===== config.mk =====
export PLATFORM = sky130hd
export DESIGN_NAME = dpc_top
export DESIGN_NICKNAME = d
export VERILOG_FILES = /design/src/common/dpc_pkg.sv /design/src/common/dpc_cfg_if.sv /design/src/dpc_top.sv /design/src/dpc_path.sv
export SDC_FILE = /design/constraint.sdc
export NUM_CORES = 1
export LEC_CHECK = 0
export BUFFER_PORTS_ARGS = -buffer_cell sky130_fd_sc_hd__clkbuf_2
export CORE_MARGIN = 2
export CORE_UTILIZATION = 44
export CTS_BUF_LIST = sky130_fd_sc_hd__clkbuf_8
export DETAILED_ROUTE_END_ITERATION = 12
export MAX_ROUTING_LAYER = met4
export PLACE_DENSITY = 0.81
export REMOVE_ABC_BUFFERS = 1
export SLEW_MARGIN = 25
export SYNTH_ARGS = -nofsm -noshare
export SYNTH_HDL_FRONTEND = slang
export SYNTH_SLANG_ARGS = --single-unit

===== constraint.sdc =====
create_clock -name clk -period 2.1 [get_ports clk]
set_input_delay 0.42 -clock clk [delete_from_list [all_inputs] [get_ports clk]]
set_output_delay 0.42 -clock clk [all_outputs]
set_load 0.05 [all_outputs]

===== src/common/dpc_pkg.sv =====
// shared constants for the data path control register block
package dpc_pkg;

	// ****************************************
	// register map
	// ****************************************
	localparam int unsigned ADDR_W                = 8;
	localparam int unsigned DATA_W                = 8;
	localparam int unsigned FC_W                  = 7;
	localparam logic [7:0]  ADDR_DATA_PATH        = 8'h22;
	localparam logic [7:0]  DATA_PATH_RESET       = 8'h00;
	localparam logic [7:0]  UNMAPPED_READ         = 8'h00;

	// ****************************************
	// field positions of the data path control register
	// ****************************************
	localparam int unsigned BIT_LOCK_LOCAL        = 7;
	localparam int unsigned BIT_PASSTHROUGH       = 6;
	localparam int unsigned BIT_DATA_ENABLE_LOW   = 5;
	localparam int unsigned BIT_NO_AUX_ON_PINS    = 4;
	localparam int unsigned BIT_CHB_FROM_REG      = 3;
	localparam int unsigned BIT_VIDEO_18          = 2;
	localparam int unsigned BIT_AUDIO_VIA_FC      = 1;
	localparam int unsigned BIT_CHB_ENABLE        = 0;

	// ****************************************
	// pixel layout and pin synchroniser
	// ****************************************
	localparam int unsigned PIX_W                 = 24;
	localparam int unsigned TRIM_BITS             = 2;
	localparam int unsigned BLUE_BIT1             = 1;
	localparam int unsigned SYNC_STAGES           = 3;
	localparam logic        MODE_STRAP_RESET      = 1'b0;

endpackage : dpc_pkg


===== src/common/dpc_cfg_if.sv =====
// resolved configuration passed from the register to the pixel path
`timescale 1ns/10ps
interface dpc_cfg_if;
	logic passthrough;     // pixels sent regardless of data enable
	logic enable_low;      // output data enable polarity
	logic no_aux_on_pins;  // keep packet data off the video pins
	logic chb_enable;      // second audio channel, source already resolved
	logic video_18;        // 18-bit mode trims colour lsbs
	logic audio_via_fc;    // audio transport choice

	modport ctrl (
		output passthrough,
		output enable_low,
		output no_aux_on_pins,
		output chb_enable,
		output video_18,
		output audio_via_fc
	);

	modport path (
		input  passthrough,
		input  enable_low,
		input  no_aux_on_pins,
		input  chb_enable,
		input  video_18,
		input  audio_via_fc
	);
endinterface : dpc_cfg_if


===== src/dpc_top.sv =====
// data path control register with forward channel loading and pixel path
//
// Notes on behaviour
// - With the lock bit 7 set, forward channel loads are ignored and local values kept.
// - Bits 6..0 follow the values sent by the remote serializer unless bit 7 is set.
// - Bit 6 set sends pixel data on the pins whatever the data enable does.
// - While bit 6 is set no packetised audio is delivered.
// - Bit 5 set drives data enable active low, clear drives it active high.
// - Bit 4 set keeps packetised aux and audio data off the video pins.
// - Bit 3 set takes the second audio enable from bit 0, clear from the mode strap pin.
// - Bit 2 set selects 18-bit video, clear selects 24-bit video.
// - Bit 1 set carries audio in forward channel frames, clear in data islands.
// - Second audio channel enable drives that channel on the blue bit 1 pin.
`timescale 1ns/10ps
module dpc_top #(
	parameter int unsigned PIX_W = dpc_pkg::PIX_W
) (
	input  wire logic                       clk,
	input  wire logic                       rst,
	input  wire logic                       host_wr,
	input  wire logic                       host_rd,
	input  wire logic [dpc_pkg::ADDR_W-1:0] host_addr,
	input  wire logic [dpc_pkg::DATA_W-1:0] host_wdata,
	output logic      [dpc_pkg::DATA_W-1:0] host_rdata,
	output logic                            host_rvalid,
	input  wire logic                       fc_load,
	input  wire logic [dpc_pkg::FC_W-1:0]   fc_bits,
	input  wire logic                       mode_sel_pin,
	input  wire logic [PIX_W-1:0]           pix_in,
	input  wire logic                       data_enable_in,
	input  wire logic                       aux_valid,
	input  wire logic [PIX_W-1:0]           aux_data,
	input  wire logic                       chb_in,
	output logic      [PIX_W-1:0]           rgb_out,
	output logic                            data_enable_out,
	output logic                            audio_valid,
	output logic                            audio_via_fc,
	output logic                            chb_active
);
	// ****************************************
	// declarations
	// ****************************************
	logic [dpc_pkg::DATA_W-1:0]      ctrl_q;
	logic [dpc_pkg::SYNC_STAGES-1:0] strap_sync_q;
	logic                            strap_q;
	logic                            wr_hit;
	logic                            rd_hit;
	logic                            fc_take;
	logic                            chb_en;

	dpc_cfg_if cfg ();

	// ****************************************
	// host port decode
	// ****************************************
	// only one register lives here, other offsets read as zero
	assign wr_hit  = host_wr && (host_addr == dpc_pkg::ADDR_DATA_PATH);
	assign rd_hit  = host_rd && (host_addr == dpc_pkg::ADDR_DATA_PATH);
	assign fc_take = fc_load && !ctrl_q[dpc_pkg::BIT_LOCK_LOCAL];

	// ****************************************
	// data path control register
	// ****************************************
	// a host write in the same cycle as a remote load wins, so local intent is kept
	// remote load of bits 6..0
	always_ff @(posedge clk or posedge rst) begin
		if (rst) begin
			ctrl_q <= dpc_pkg::DATA_PATH_RESET;
		end else if (wr_hit) begin
			ctrl_q <= host_wdata;
		end else if (fc_take) begin
			ctrl_q[dpc_pkg::FC_W-1:0] <= fc_bits;
		end
	end

	// ****************************************
	// host read
	// ****************************************
	// read of live value
	always_ff @(posedge clk or posedge rst) begin
		if (rst) begin
			host_rdata  <= '0;
			host_rvalid <= 1'b0;
		end else begin
			host_rvalid <= host_rd;
			if (rd_hit) begin
				host_rdata <= ctrl_q;
			end else if (host_rd) begin
				host_rdata <= dpc_pkg::UNMAPPED_READ;
			end
		end
	end

	// ****************************************
	// mode strap synchroniser
	// ****************************************
	// the pin is asynchronous; stage 0 feeds only stage 1
	always_ff @(posedge clk or posedge rst) begin
		if (rst) begin
			strap_sync_q <= '0;
		end else begin
			strap_sync_q <= {strap_sync_q[dpc_pkg::SYNC_STAGES-2:0], mode_sel_pin};
		end
	end

	// a change counts only once the last two stages agree
	always_ff @(posedge clk or posedge rst) begin
		if (rst) begin
			strap_q <= dpc_pkg::MODE_STRAP_RESET;
		end else if (strap_sync_q[2] == strap_sync_q[1]) begin
			strap_q <= strap_sync_q[2];
		end
	end

	// ****************************************
	// resolved settings for the pixel path
	// ****************************************
	// second channel source select
	assign chb_en = ctrl_q[dpc_pkg::BIT_CHB_FROM_REG] ? ctrl_q[dpc_pkg::BIT_CHB_ENABLE] : strap_q;

	assign cfg.passthrough    = ctrl_q[dpc_pkg::BIT_PASSTHROUGH];
	assign cfg.enable_low     = ctrl_q[dpc_pkg::BIT_DATA_ENABLE_LOW];
	assign cfg.no_aux_on_pins = ctrl_q[dpc_pkg::BIT_NO_AUX_ON_PINS];
	assign cfg.chb_enable     = chb_en;
	assign cfg.video_18       = ctrl_q[dpc_pkg::BIT_VIDEO_18];
	assign cfg.audio_via_fc   = ctrl_q[dpc_pkg::BIT_AUDIO_VIA_FC];

	// pixel path, all its outputs leave from flip-flops
	dpc_path #(
		.PIX_W (PIX_W)
	) u_path (
		.clk             (clk),
		.rst             (rst),
		.cfg             (cfg),
		.pix_in          (pix_in),
		.data_enable_in  (data_enable_in),
		.aux_valid       (aux_valid),
		.aux_data        (aux_data),
		.chb_in          (chb_in),
		.rgb_out         (rgb_out),
		.data_enable_out (data_enable_out),
		.audio_valid     (audio_valid),
		.audio_via_fc    (audio_via_fc),
		.chb_active      (chb_active)
	);

	// ****************************************
	// assertions
	// ****************************************
	// lock holds register
	a_lock_blocks_load: assert property (
		@(posedge clk) disable iff (rst)
		(fc_load && !wr_hit && ctrl_q[dpc_pkg::BIT_LOCK_LOCAL]) |=> $stable(ctrl_q)
	) else $error("remote load changed a locked register");

	a_fc_load_applies: assert property (
		@(posedge clk) disable iff (rst)
		(fc_load && !wr_hit && !ctrl_q[dpc_pkg::BIT_LOCK_LOCAL]) |=>
			(ctrl_q[dpc_pkg::FC_W-1:0] == $past(fc_bits)) &&
			(ctrl_q[dpc_pkg::BIT_LOCK_LOCAL] == 1'b0)
	) else $error("remote load not applied to bits 6..0");

	a_bypass_pixels: assert property (
		@(posedge clk) disable iff (rst)
		(cfg.passthrough && !cfg.video_18 && !chb_en && !data_enable_in) |=>
			(rgb_out == $past(pix_in))
	) else $error("pixels not passed with data enable low in bypass");

	a_bypass_no_audio: assert property (
		@(posedge clk) disable iff (rst)
		cfg.passthrough |=> !audio_valid
	) else $error("audio delivered while bypass set");

	a_enable_polarity: assert property (
		@(posedge clk) disable iff (rst)
		##1 (data_enable_out ==
			($past(data_enable_in) ^ $past(ctrl_q[dpc_pkg::BIT_DATA_ENABLE_LOW])))
	) else $error("data enable polarity wrong");

	a_aux_off_pins: assert property (
		@(posedge clk) disable iff (rst)
		(!data_enable_in && aux_valid && cfg.no_aux_on_pins && !cfg.passthrough) |=>
			(rgb_out[PIX_W-1:2] == '0) && !rgb_out[0]
	) else $error("packet data reached video pins");

	a_chb_source: assert property (
		@(posedge clk) disable iff (rst)
		##1 (chb_active == ($past(ctrl_q[dpc_pkg::BIT_CHB_FROM_REG]) ?
			$past(ctrl_q[dpc_pkg::BIT_CHB_ENABLE]) : $past(strap_q)))
	) else $error("second channel enable from wrong source");

	a_video18_trim: assert property (
		@(posedge clk) disable iff (rst)
		cfg.video_18 |=> (rgb_out[17:16] == 2'b00) && (rgb_out[9:8] == 2'b00)
	) else $error("colour lsbs not cleared in 18-bit mode");

	a_audio_transport: assert property (
		@(posedge clk) disable iff (rst)
		##1 (audio_via_fc == $past(ctrl_q[dpc_pkg::BIT_AUDIO_VIA_FC]))
	) else $error("audio transport not following register");

	a_chb_on_blue1: assert property (
		@(posedge clk) disable iff (rst)
		chb_en |=> (rgb_out[dpc_pkg::BLUE_BIT1] == $past(chb_in)) && chb_active
	) else $error("second channel missing on blue bit 1");

	a_read_value: assert property (
		@(posedge clk) disable iff (rst)
		rd_hit |=> host_rvalid && (host_rdata == $past(ctrl_q))
	) else $error("read did not return register value");

	a_unmapped_read: assert property (
		@(posedge clk) disable iff (rst)
		(host_rd && !rd_hit) |=> host_rvalid && (host_rdata == dpc_pkg::UNMAPPED_READ)
	) else $error("unmapped read did not return the idle value");

	a_rvalid_pulse: assert property (
		@(posedge clk) disable iff (rst)
		!host_rd |=> !host_rvalid
	) else $error("read valid without a read");

	a_write_lands: assert property (
		@(posedge clk) disable iff (rst)
		wr_hit |=> (ctrl_q == $past(host_wdata))
	) else $error("host write not held in the register");

	a_lock_bit_local: assert property (
		@(posedge clk) disable iff (rst)
		!wr_hit |=> $stable(ctrl_q[dpc_pkg::BIT_LOCK_LOCAL])
	) else $error("lock bit changed without a host write");

	// blue bit 1 is left out of the blank check, the second channel may own it
	// framed idle is blank
	a_framed_blank: assert property (
		@(posedge clk) disable iff (rst)
		(!cfg.passthrough && !data_enable_in && !aux_valid) |=>
			(rgb_out[PIX_W-1:2] == '0) && !rgb_out[0]
	) else $error("pins not blank outside the frame");

	a_audio_follows: assert property (
		@(posedge clk) disable iff (rst)
		!cfg.passthrough |=> (audio_valid == $past(aux_valid))
	) else $error("audio not delivered in framed operation");

	a_aux_on_pins: assert property (
		@(posedge clk) disable iff (rst)
		(!data_enable_in && aux_valid && !cfg.no_aux_on_pins && !cfg.passthrough &&
			!cfg.video_18 && !chb_en) |=> (rgb_out == $past(aux_data))
	) else $error("packet data missing from video pins");

	a_full_width: assert property (
		@(posedge clk) disable iff (rst)
		(!cfg.video_18 && data_enable_in && !chb_en) |=> (rgb_out == $past(pix_in))
	) else $error("pixels altered in 24-bit mode");

	a_strap_agree: assert property (
		@(posedge clk) disable iff (rst)
		(strap_sync_q[2] != strap_sync_q[1]) |=> $stable(strap_q)
	) else $error("strap value taken before two stages agreed");

	// ****************************************
	// covers
	// ****************************************
	c_locked_load: cover property (
		@(posedge clk) disable iff (rst)
		fc_load && ctrl_q[dpc_pkg::BIT_LOCK_LOCAL]
	);

	c_remote_load: cover property (
		@(posedge clk) disable iff (rst)
		fc_take ##2 rd_hit
	);

	c_bypass_idle: cover property (
		@(posedge clk) disable iff (rst)
		cfg.passthrough && !data_enable_in && aux_valid
	);

	c_strap_channel: cover property (
		@(posedge clk) disable iff (rst)
		!ctrl_q[dpc_pkg::BIT_CHB_FROM_REG] && strap_q
	);

	c_aux_on_pins: cover property (
		@(posedge clk) disable iff (rst)
		!data_enable_in && aux_valid && !cfg.no_aux_on_pins && !cfg.passthrough
	);

endmodule : dpc_top


===== src/dpc_path.sv =====
// recovered pixel path steered by the data path control settings
`timescale 1ns/10ps
module dpc_path #(
	parameter int unsigned PIX_W = dpc_pkg::PIX_W
) (
	input  wire logic             clk,
	input  wire logic             rst,
	dpc_cfg_if.path               cfg,
	input  wire logic [PIX_W-1:0] pix_in,
	input  wire logic             data_enable_in,
	input  wire logic             aux_valid,
	input  wire logic [PIX_W-1:0] aux_data,
	input  wire logic             chb_in,
	output logic      [PIX_W-1:0] rgb_out,
	output logic                  data_enable_out,
	output logic                  audio_valid,
	output logic                  audio_via_fc,
	output logic                  chb_active
);
	localparam int unsigned CH_W = PIX_W / 3;

	// the trim and blue lane logic need three equal colour lanes
	generate
		if ((PIX_W % 3) != 0 || CH_W <= dpc_pkg::TRIM_BITS) begin : g_bad_width
			$error("dpc_path: PIX_W must be three equal lanes wider than the trim");
		end
	endgenerate

	logic [PIX_W-1:0] sel_pix;
	logic [PIX_W-1:0] trim_pix;
	logic [PIX_W-1:0] pin_pix;

	// ****************************************
	// pin data selection
	// ****************************************
	// framing bypass
	always_comb begin
		sel_pix = '0;
		if (cfg.passthrough || data_enable_in) begin
			sel_pix = pix_in;
		end else if (aux_valid && !cfg.no_aux_on_pins) begin
			sel_pix = aux_data;
		end
	end

	genvar g;
	generate
		for (g = 0; g < 3; g++) begin : g_lane
			assign trim_pix[g*CH_W +: CH_W] = cfg.video_18 ?
				{sel_pix[g*CH_W + dpc_pkg::TRIM_BITS +: CH_W - dpc_pkg::TRIM_BITS],
				 {dpc_pkg::TRIM_BITS{1'b0}}} :
				sel_pix[g*CH_W +: CH_W];
		end
	endgenerate

	// second audio channel on blue bit 1
	always_comb begin
		pin_pix = trim_pix;
		if (cfg.chb_enable) begin
			pin_pix[dpc_pkg::BLUE_BIT1] = chb_in;
		end
	end

	// ****************************************
	// registered outputs
	// ****************************************
	// one cycle of latency from pins and settings alike
	always_ff @(posedge clk or posedge rst) begin
		if (rst) begin
			rgb_out <= '0;
		end else begin
			rgb_out <= pin_pix;
		end
	end

	always_ff @(posedge clk or posedge rst) begin
		if (rst) begin
			data_enable_out <= 1'b0;
		end else begin
			data_enable_out <= data_enable_in ^ cfg.enable_low;
		end
	end

	always_ff @(posedge clk or posedge rst) begin
		if (rst) begin
			audio_valid  <= 1'b0;
			audio_via_fc <= 1'b0;
			chb_active   <= 1'b0;
		end else begin
			audio_valid  <= aux_valid && !cfg.passthrough;
			audio_via_fc <= cfg.audio_via_fc;
			chb_active   <= cfg.chb_enable;
		end
	end

endmodule : dpc_path


Word level (Yosys, flattened, before mapping)
Cells that the tools add are included.

word-level totals
  output and inout port bits = 37
  logic and storage cells = 36
  bits of input ports = 80
  register bits = 49

operators by class
  reductions and logical operators = 11
  bitwise operators = 1
  eq/ne operators = 2
  multiplexer cells = 11

operators with widths
  cell                                                 number
  2-to-1 mux 24 bit                                    2
  2-to-1 mux 8 bit                                     2
  2-to-1 mux 7 bit                                     2
  equality test 8 x 6 -> 1 bit, second input constant  1
  2-to-1 mux 2 bit                                     3
  logical AND 1 bit                                    5
  nonzero test 2 bit                                   2
  zero test 1 bit                                      3
  2-to-1 mux 1 bit                                     2
  equality test 1 bit                                  1
  logical OR 1 bit                                     1
  XOR 1 bit                                            1

Logic depth before layout (Yosys ltp)
  depth after elaboration = 6
  depth in mapped cells = 5
  gate-level depth less buffers = 3

Modules after synthesis
A second synthesis with hierarchy kept.

unflattened totals
  cells, all modules = 142
  area, all modules = 1,974.4 um2

modules (own cells, without submodules)
  module    times used  cells an instance  area each (um2)
  dpc_path  1           71                 1,057.3
  dpc_top   1           71                 917.1

Worst setup path before layout
OpenSTA, ideal clock, no wires.

  kind = input port to flip-flop
  start point = in fc_load
  end point = reg ctrl_q[0] (netlist bit)
  arrival = 1.265 ns
  setup time = 0.125 ns
  buffers on the path = 1
  cell stages on the path = 4
  setup slack = 0.710 ns
  cell sequence = nor2b_1 > buf_2 > mux2_2 > mux2_2

between the ends
  longest elaborated chain between the ends = 2

RTL lines
  item                           RTL line       RTL
  start, declared                dpc_top.sv:26  input wire logic fc_load,
  logical AND 1 bit              dpc_top.sv:59  assign fc_take = fc_load && !ctrl_q[dpc_pkg::BIT_LOCK_LOCAL];
  nonzero test 2 bit (no line)   n/a
  end signal, assigned           dpc_top.sv:68  ctrl_q <= dpc_pkg::DATA_PATH_RESET;
  end signal, assigned           dpc_top.sv:70  ctrl_q <= host_wdata;
  end signal, assigned by index  dpc_top.sv:72  ctrl_q[dpc_pkg::FC_W-1:0] <= fc_bits;
  end, declared                  dpc_top.sv:43  logic [dpc_pkg::DATA_W-1:0] ctrl_q;

Every way passes these cells.
A chain may end at the register's enable or synchronous reset.

Worst setup path in the final report
  start point = reg ctrl_q[6] (netlist bit)
  end point = reg u_path.rgb_out[13]

between the ends
  longest elaborated chain between the ends = 2

RTL lines
  item                    RTL line        RTL
  logical OR 1 bit        dpc_path.sv:39  if (cfg.passthrough || data_enable_in) begin
  2-to-1 mux 24 bit       dpc_path.sv:39
  via u_path.pin_pix[13]  dpc_path.sv:31  logic [PIX_W-1:0] pin_pix;
  end signal, assigned    dpc_path.sv:72  rgb_out <= pin_pix;
  end, declared           dpc_path.sv:14  output logic [PIX_W-1:0] rgb_out,

The timed path passes the listed nets, and every way through them passes these cells.

==> metrics.txt <==
status finished clean; fin crit period 1.54 ns; Num CTS Buffers 5; dpl cell area 2570 µm²; fillcell total 357; Power Internal 1.43 mW; dpl hpwl 3.28 mm; Worst EP arrival 1.72 ns; root buf cell clkbuf_8; Worst Setup End Kind flip-flop; TritonRoute pass-1 iters 4; syn avg cell area 13.7 µm²; Cells after DPL 303; Post-CTS Resized 0; Initial DRC Count 62; largest family of logic cells by synthesized area compound AO/OA/AOI/OAI gates; IO Count 117; Synth Cell Area 1920 µm²; Starting Density 0.448; Die Span X 70.1 µm; Setup violations, final 0; Die Ht 70.1 µm; Worst-Skew Late Latency 0.29 ns; Final Hold Viols 0; Startpoint Class flip-flop; H-tree depth 2; Post-CTS Setup Inserts 0; layout cells sized above 1 0.570; via/cell ratio 4.96; wire per inst 13.6 µm; diodes inserted 0; first-pass GRT wire length 6.80 mm; area growth from synthesis to layout 38.2%; Max IR drop VDD 352 µV; clock sink total 49; synth warn 0; die area 4920 µm²; total grt overflow 0; CTS tree yes; Worst path max stage delay 0.47 ns; drt drc 0; Post-Layout Cell Count 310; Slew @ Worst Pin 0.654 ns; Final #Nets 338; Crit Path Max Fanout 19; initial antenna violation count 0; Core ar. 4290 µm²; Clock Skews 0.00366 ns; Comb power frac 0.228; total number of vias 1,538; area share of xor/xnor cells in the synthesized design 0.00455; final WL 4.22 mm; worst hold path type primary input to async pin; period utilization 0.732; Distinct cells, synth 17; Critical Path, Cell by Cell or2_1 -> buf_4 -> a22o_1; Worst slew margin 0.564; Setup TNS Final 0 ns; Sequential Power Share 0.511; Switching Share 0.301; share of total power in the clock network 0.261; total chip power 2.05 mW; remaining antenna violation count 0; simple-gate share of the synthesized area 0.0852; post-route cell area 2660 µm²; Seq/Total Area, Yosys 0.638; Worst path slowest cell or2_1; Lkg Pwr 1.39 nW; Data required, critical path 2.28 ns; GRT Total Usage 0.181; Psw 0.618 mW; hold buffers post-CTS 0; clock transition at the registers of the reported paths 0.08 ns; IO buf count 116; post-synthesis cell count 140; R2R depth 3; fmax 651 MHz; Synth Register Bits 49; fin. max-slew vios 0; Synth Area in Adders 0.00520; Max Root-Sink Buffers 2; number of global-route vias before repair 1,536; Rows 24; complex-gate fraction of the synthesized area 0.135; power per cell area 771 nW/µm²; RSZ-0062 raised after global routing false; post-synthesis mux area share 0.0937; MaxCap Viol Count 0; Final GP Congestion 0.795; WS Path Type flip-flop to flip-flop; largest net degree at the start of global routing 28
## synth_stat cells
master    instances  share of area
nor2_1            5         0.0098
a22o_1           18          0.082
a22oi_1           6          0.023
nor4b_4           3          0.037
buf_2             5          0.013
nand3_4           1         0.0091
mux2_2           16          0.094
clkbuf_1          4         0.0078
nor2b_1           2         0.0065
xor2_1            1         0.0046
dfrtp_1          49           0.64
o31ai_1           1         0.0039
inv_1             9          0.018
o22ai_1           8          0.026
or2_1             1         0.0033
nand2_1          10          0.020
maj3_1            1         0.0052
## power by group through the flow
| stage | combinational (mW) | clock [mW] | sequential (mW) |
|---|---|---|---|
| global route | 0.499 | 0.587 | 1.06 |
| detailed placement | 0.471 | 0 | 1.07 |
| global placement | 0.466 | 0 | 1.07 |
| finish | 0.468 | 0.535 | 1.05 |
| floorplan | 0.116 | 0 | 1.25 |
| CTS | 0.473 | 0.553 | 1.05 |
## sequential cells by signal, indices dropped and copies added (netlist names)
| register | count |
|---|---|
| strap_q | 1 |
| u_path.chb_active | 1 |
| u_path.data_enable_out | 1 |
| host_rdata | 8 |
| ctrl_q | 8 |
| u_path.audio_valid | 1 |
| u_path.audio_via_fc | 1 |
| host_rvalid | 1 |
| strap_sync_q | 3 |
| u_path.rgb_out | 24 |
## logic make-up (layout without fill, tap and decap cells)
family          after synthesis  in the layout
buf+inv                      18            136
fa+ha+maj                     1              1
flops                        49             49
xor+xnor                      1              1
compound gates               33             33
simple gates                 22             22
mux                          16             16
## worst paths after layout
check | start | end | slack, ns
max | ctrl_q[6] | u_path.rgb_out[13] | 0.56
min | rst | u_path.rgb_out[9] | 0.13
max reg2reg | ctrl_q[6] | u_path.rgb_out[13] | 0.56
min reg2reg | strap_sync_q[0] | strap_sync_q[1] | 0.35
max in group asynchronous | rst | u_path.rgb_out[6] | 1.45
min in group clk | mode_sel_pin | strap_sync_q[0] | 0.23
## critical path: cells and delay by family, from the launching register on
kind / cells / cell delay (ns)
DFF: 1 / 0.44
buffers and inverters: 1 / 0.27
and+or+nand+nor: 1 / 0.47
AOI/OAI and AO/OA: 1 / 0.24
## per-stage QoR
| step | setup slack, ns | util | hold WS (ns) |
|---|---|---|---|
| after global routing | 0.408 | 0.619 | 0.169 |
| after floorplan | 0.503 | - | 0.331 |
| final | 0.563 | 0.619 | 0.133 |
| after detailed placement | 0.438 | 0.599 | 0.337 |
| after CTS | 0.553 | 0.619 | 0.146 |
| after global placement | 0.494 | 0.599 | 0.334 |
## routing by layer
metal,up-vias,track usage,part of all wire
met1,720,0.220,0.43
met5,-,-,0
li1,728,-,-
met2,84,0.295,0.47
met4,0,0.0598,0.0090
met3,6,0.0476,0.088
## cell usage in the layout, fill, tap and decap left out
cell type and instances:
a22o_1 18, a22oi_1 6, buf_12 1, buf_4 3, clkbuf_2 116, clkbuf_8 6, dfrtp_1 49, inv_1 9
inv_2 1, maj3_1 1, mux2_2 16, nand2_1 10, nand3_4 1, nor2_1 5, nor2b_1 2, nor4b_4 3
o22ai_1 8, o31ai_1 1, or2_1 1, xor2_1 1
## layout make-up
cell class	count	area [µm²]	area share
Clock buffer	6	82.6	0.0311
Clock inverter	1	3.75	0.00141
Inverter	9	33.8	0.0127
Multi-Input combinational cell	73	623	0.234
Sequential cell	49	1230	0.461
Tap cell	52	65.1	0.0245
Timing Repair Buffer	120	623	0.234
Note: power is estimated with default switching activity, not from simulation.
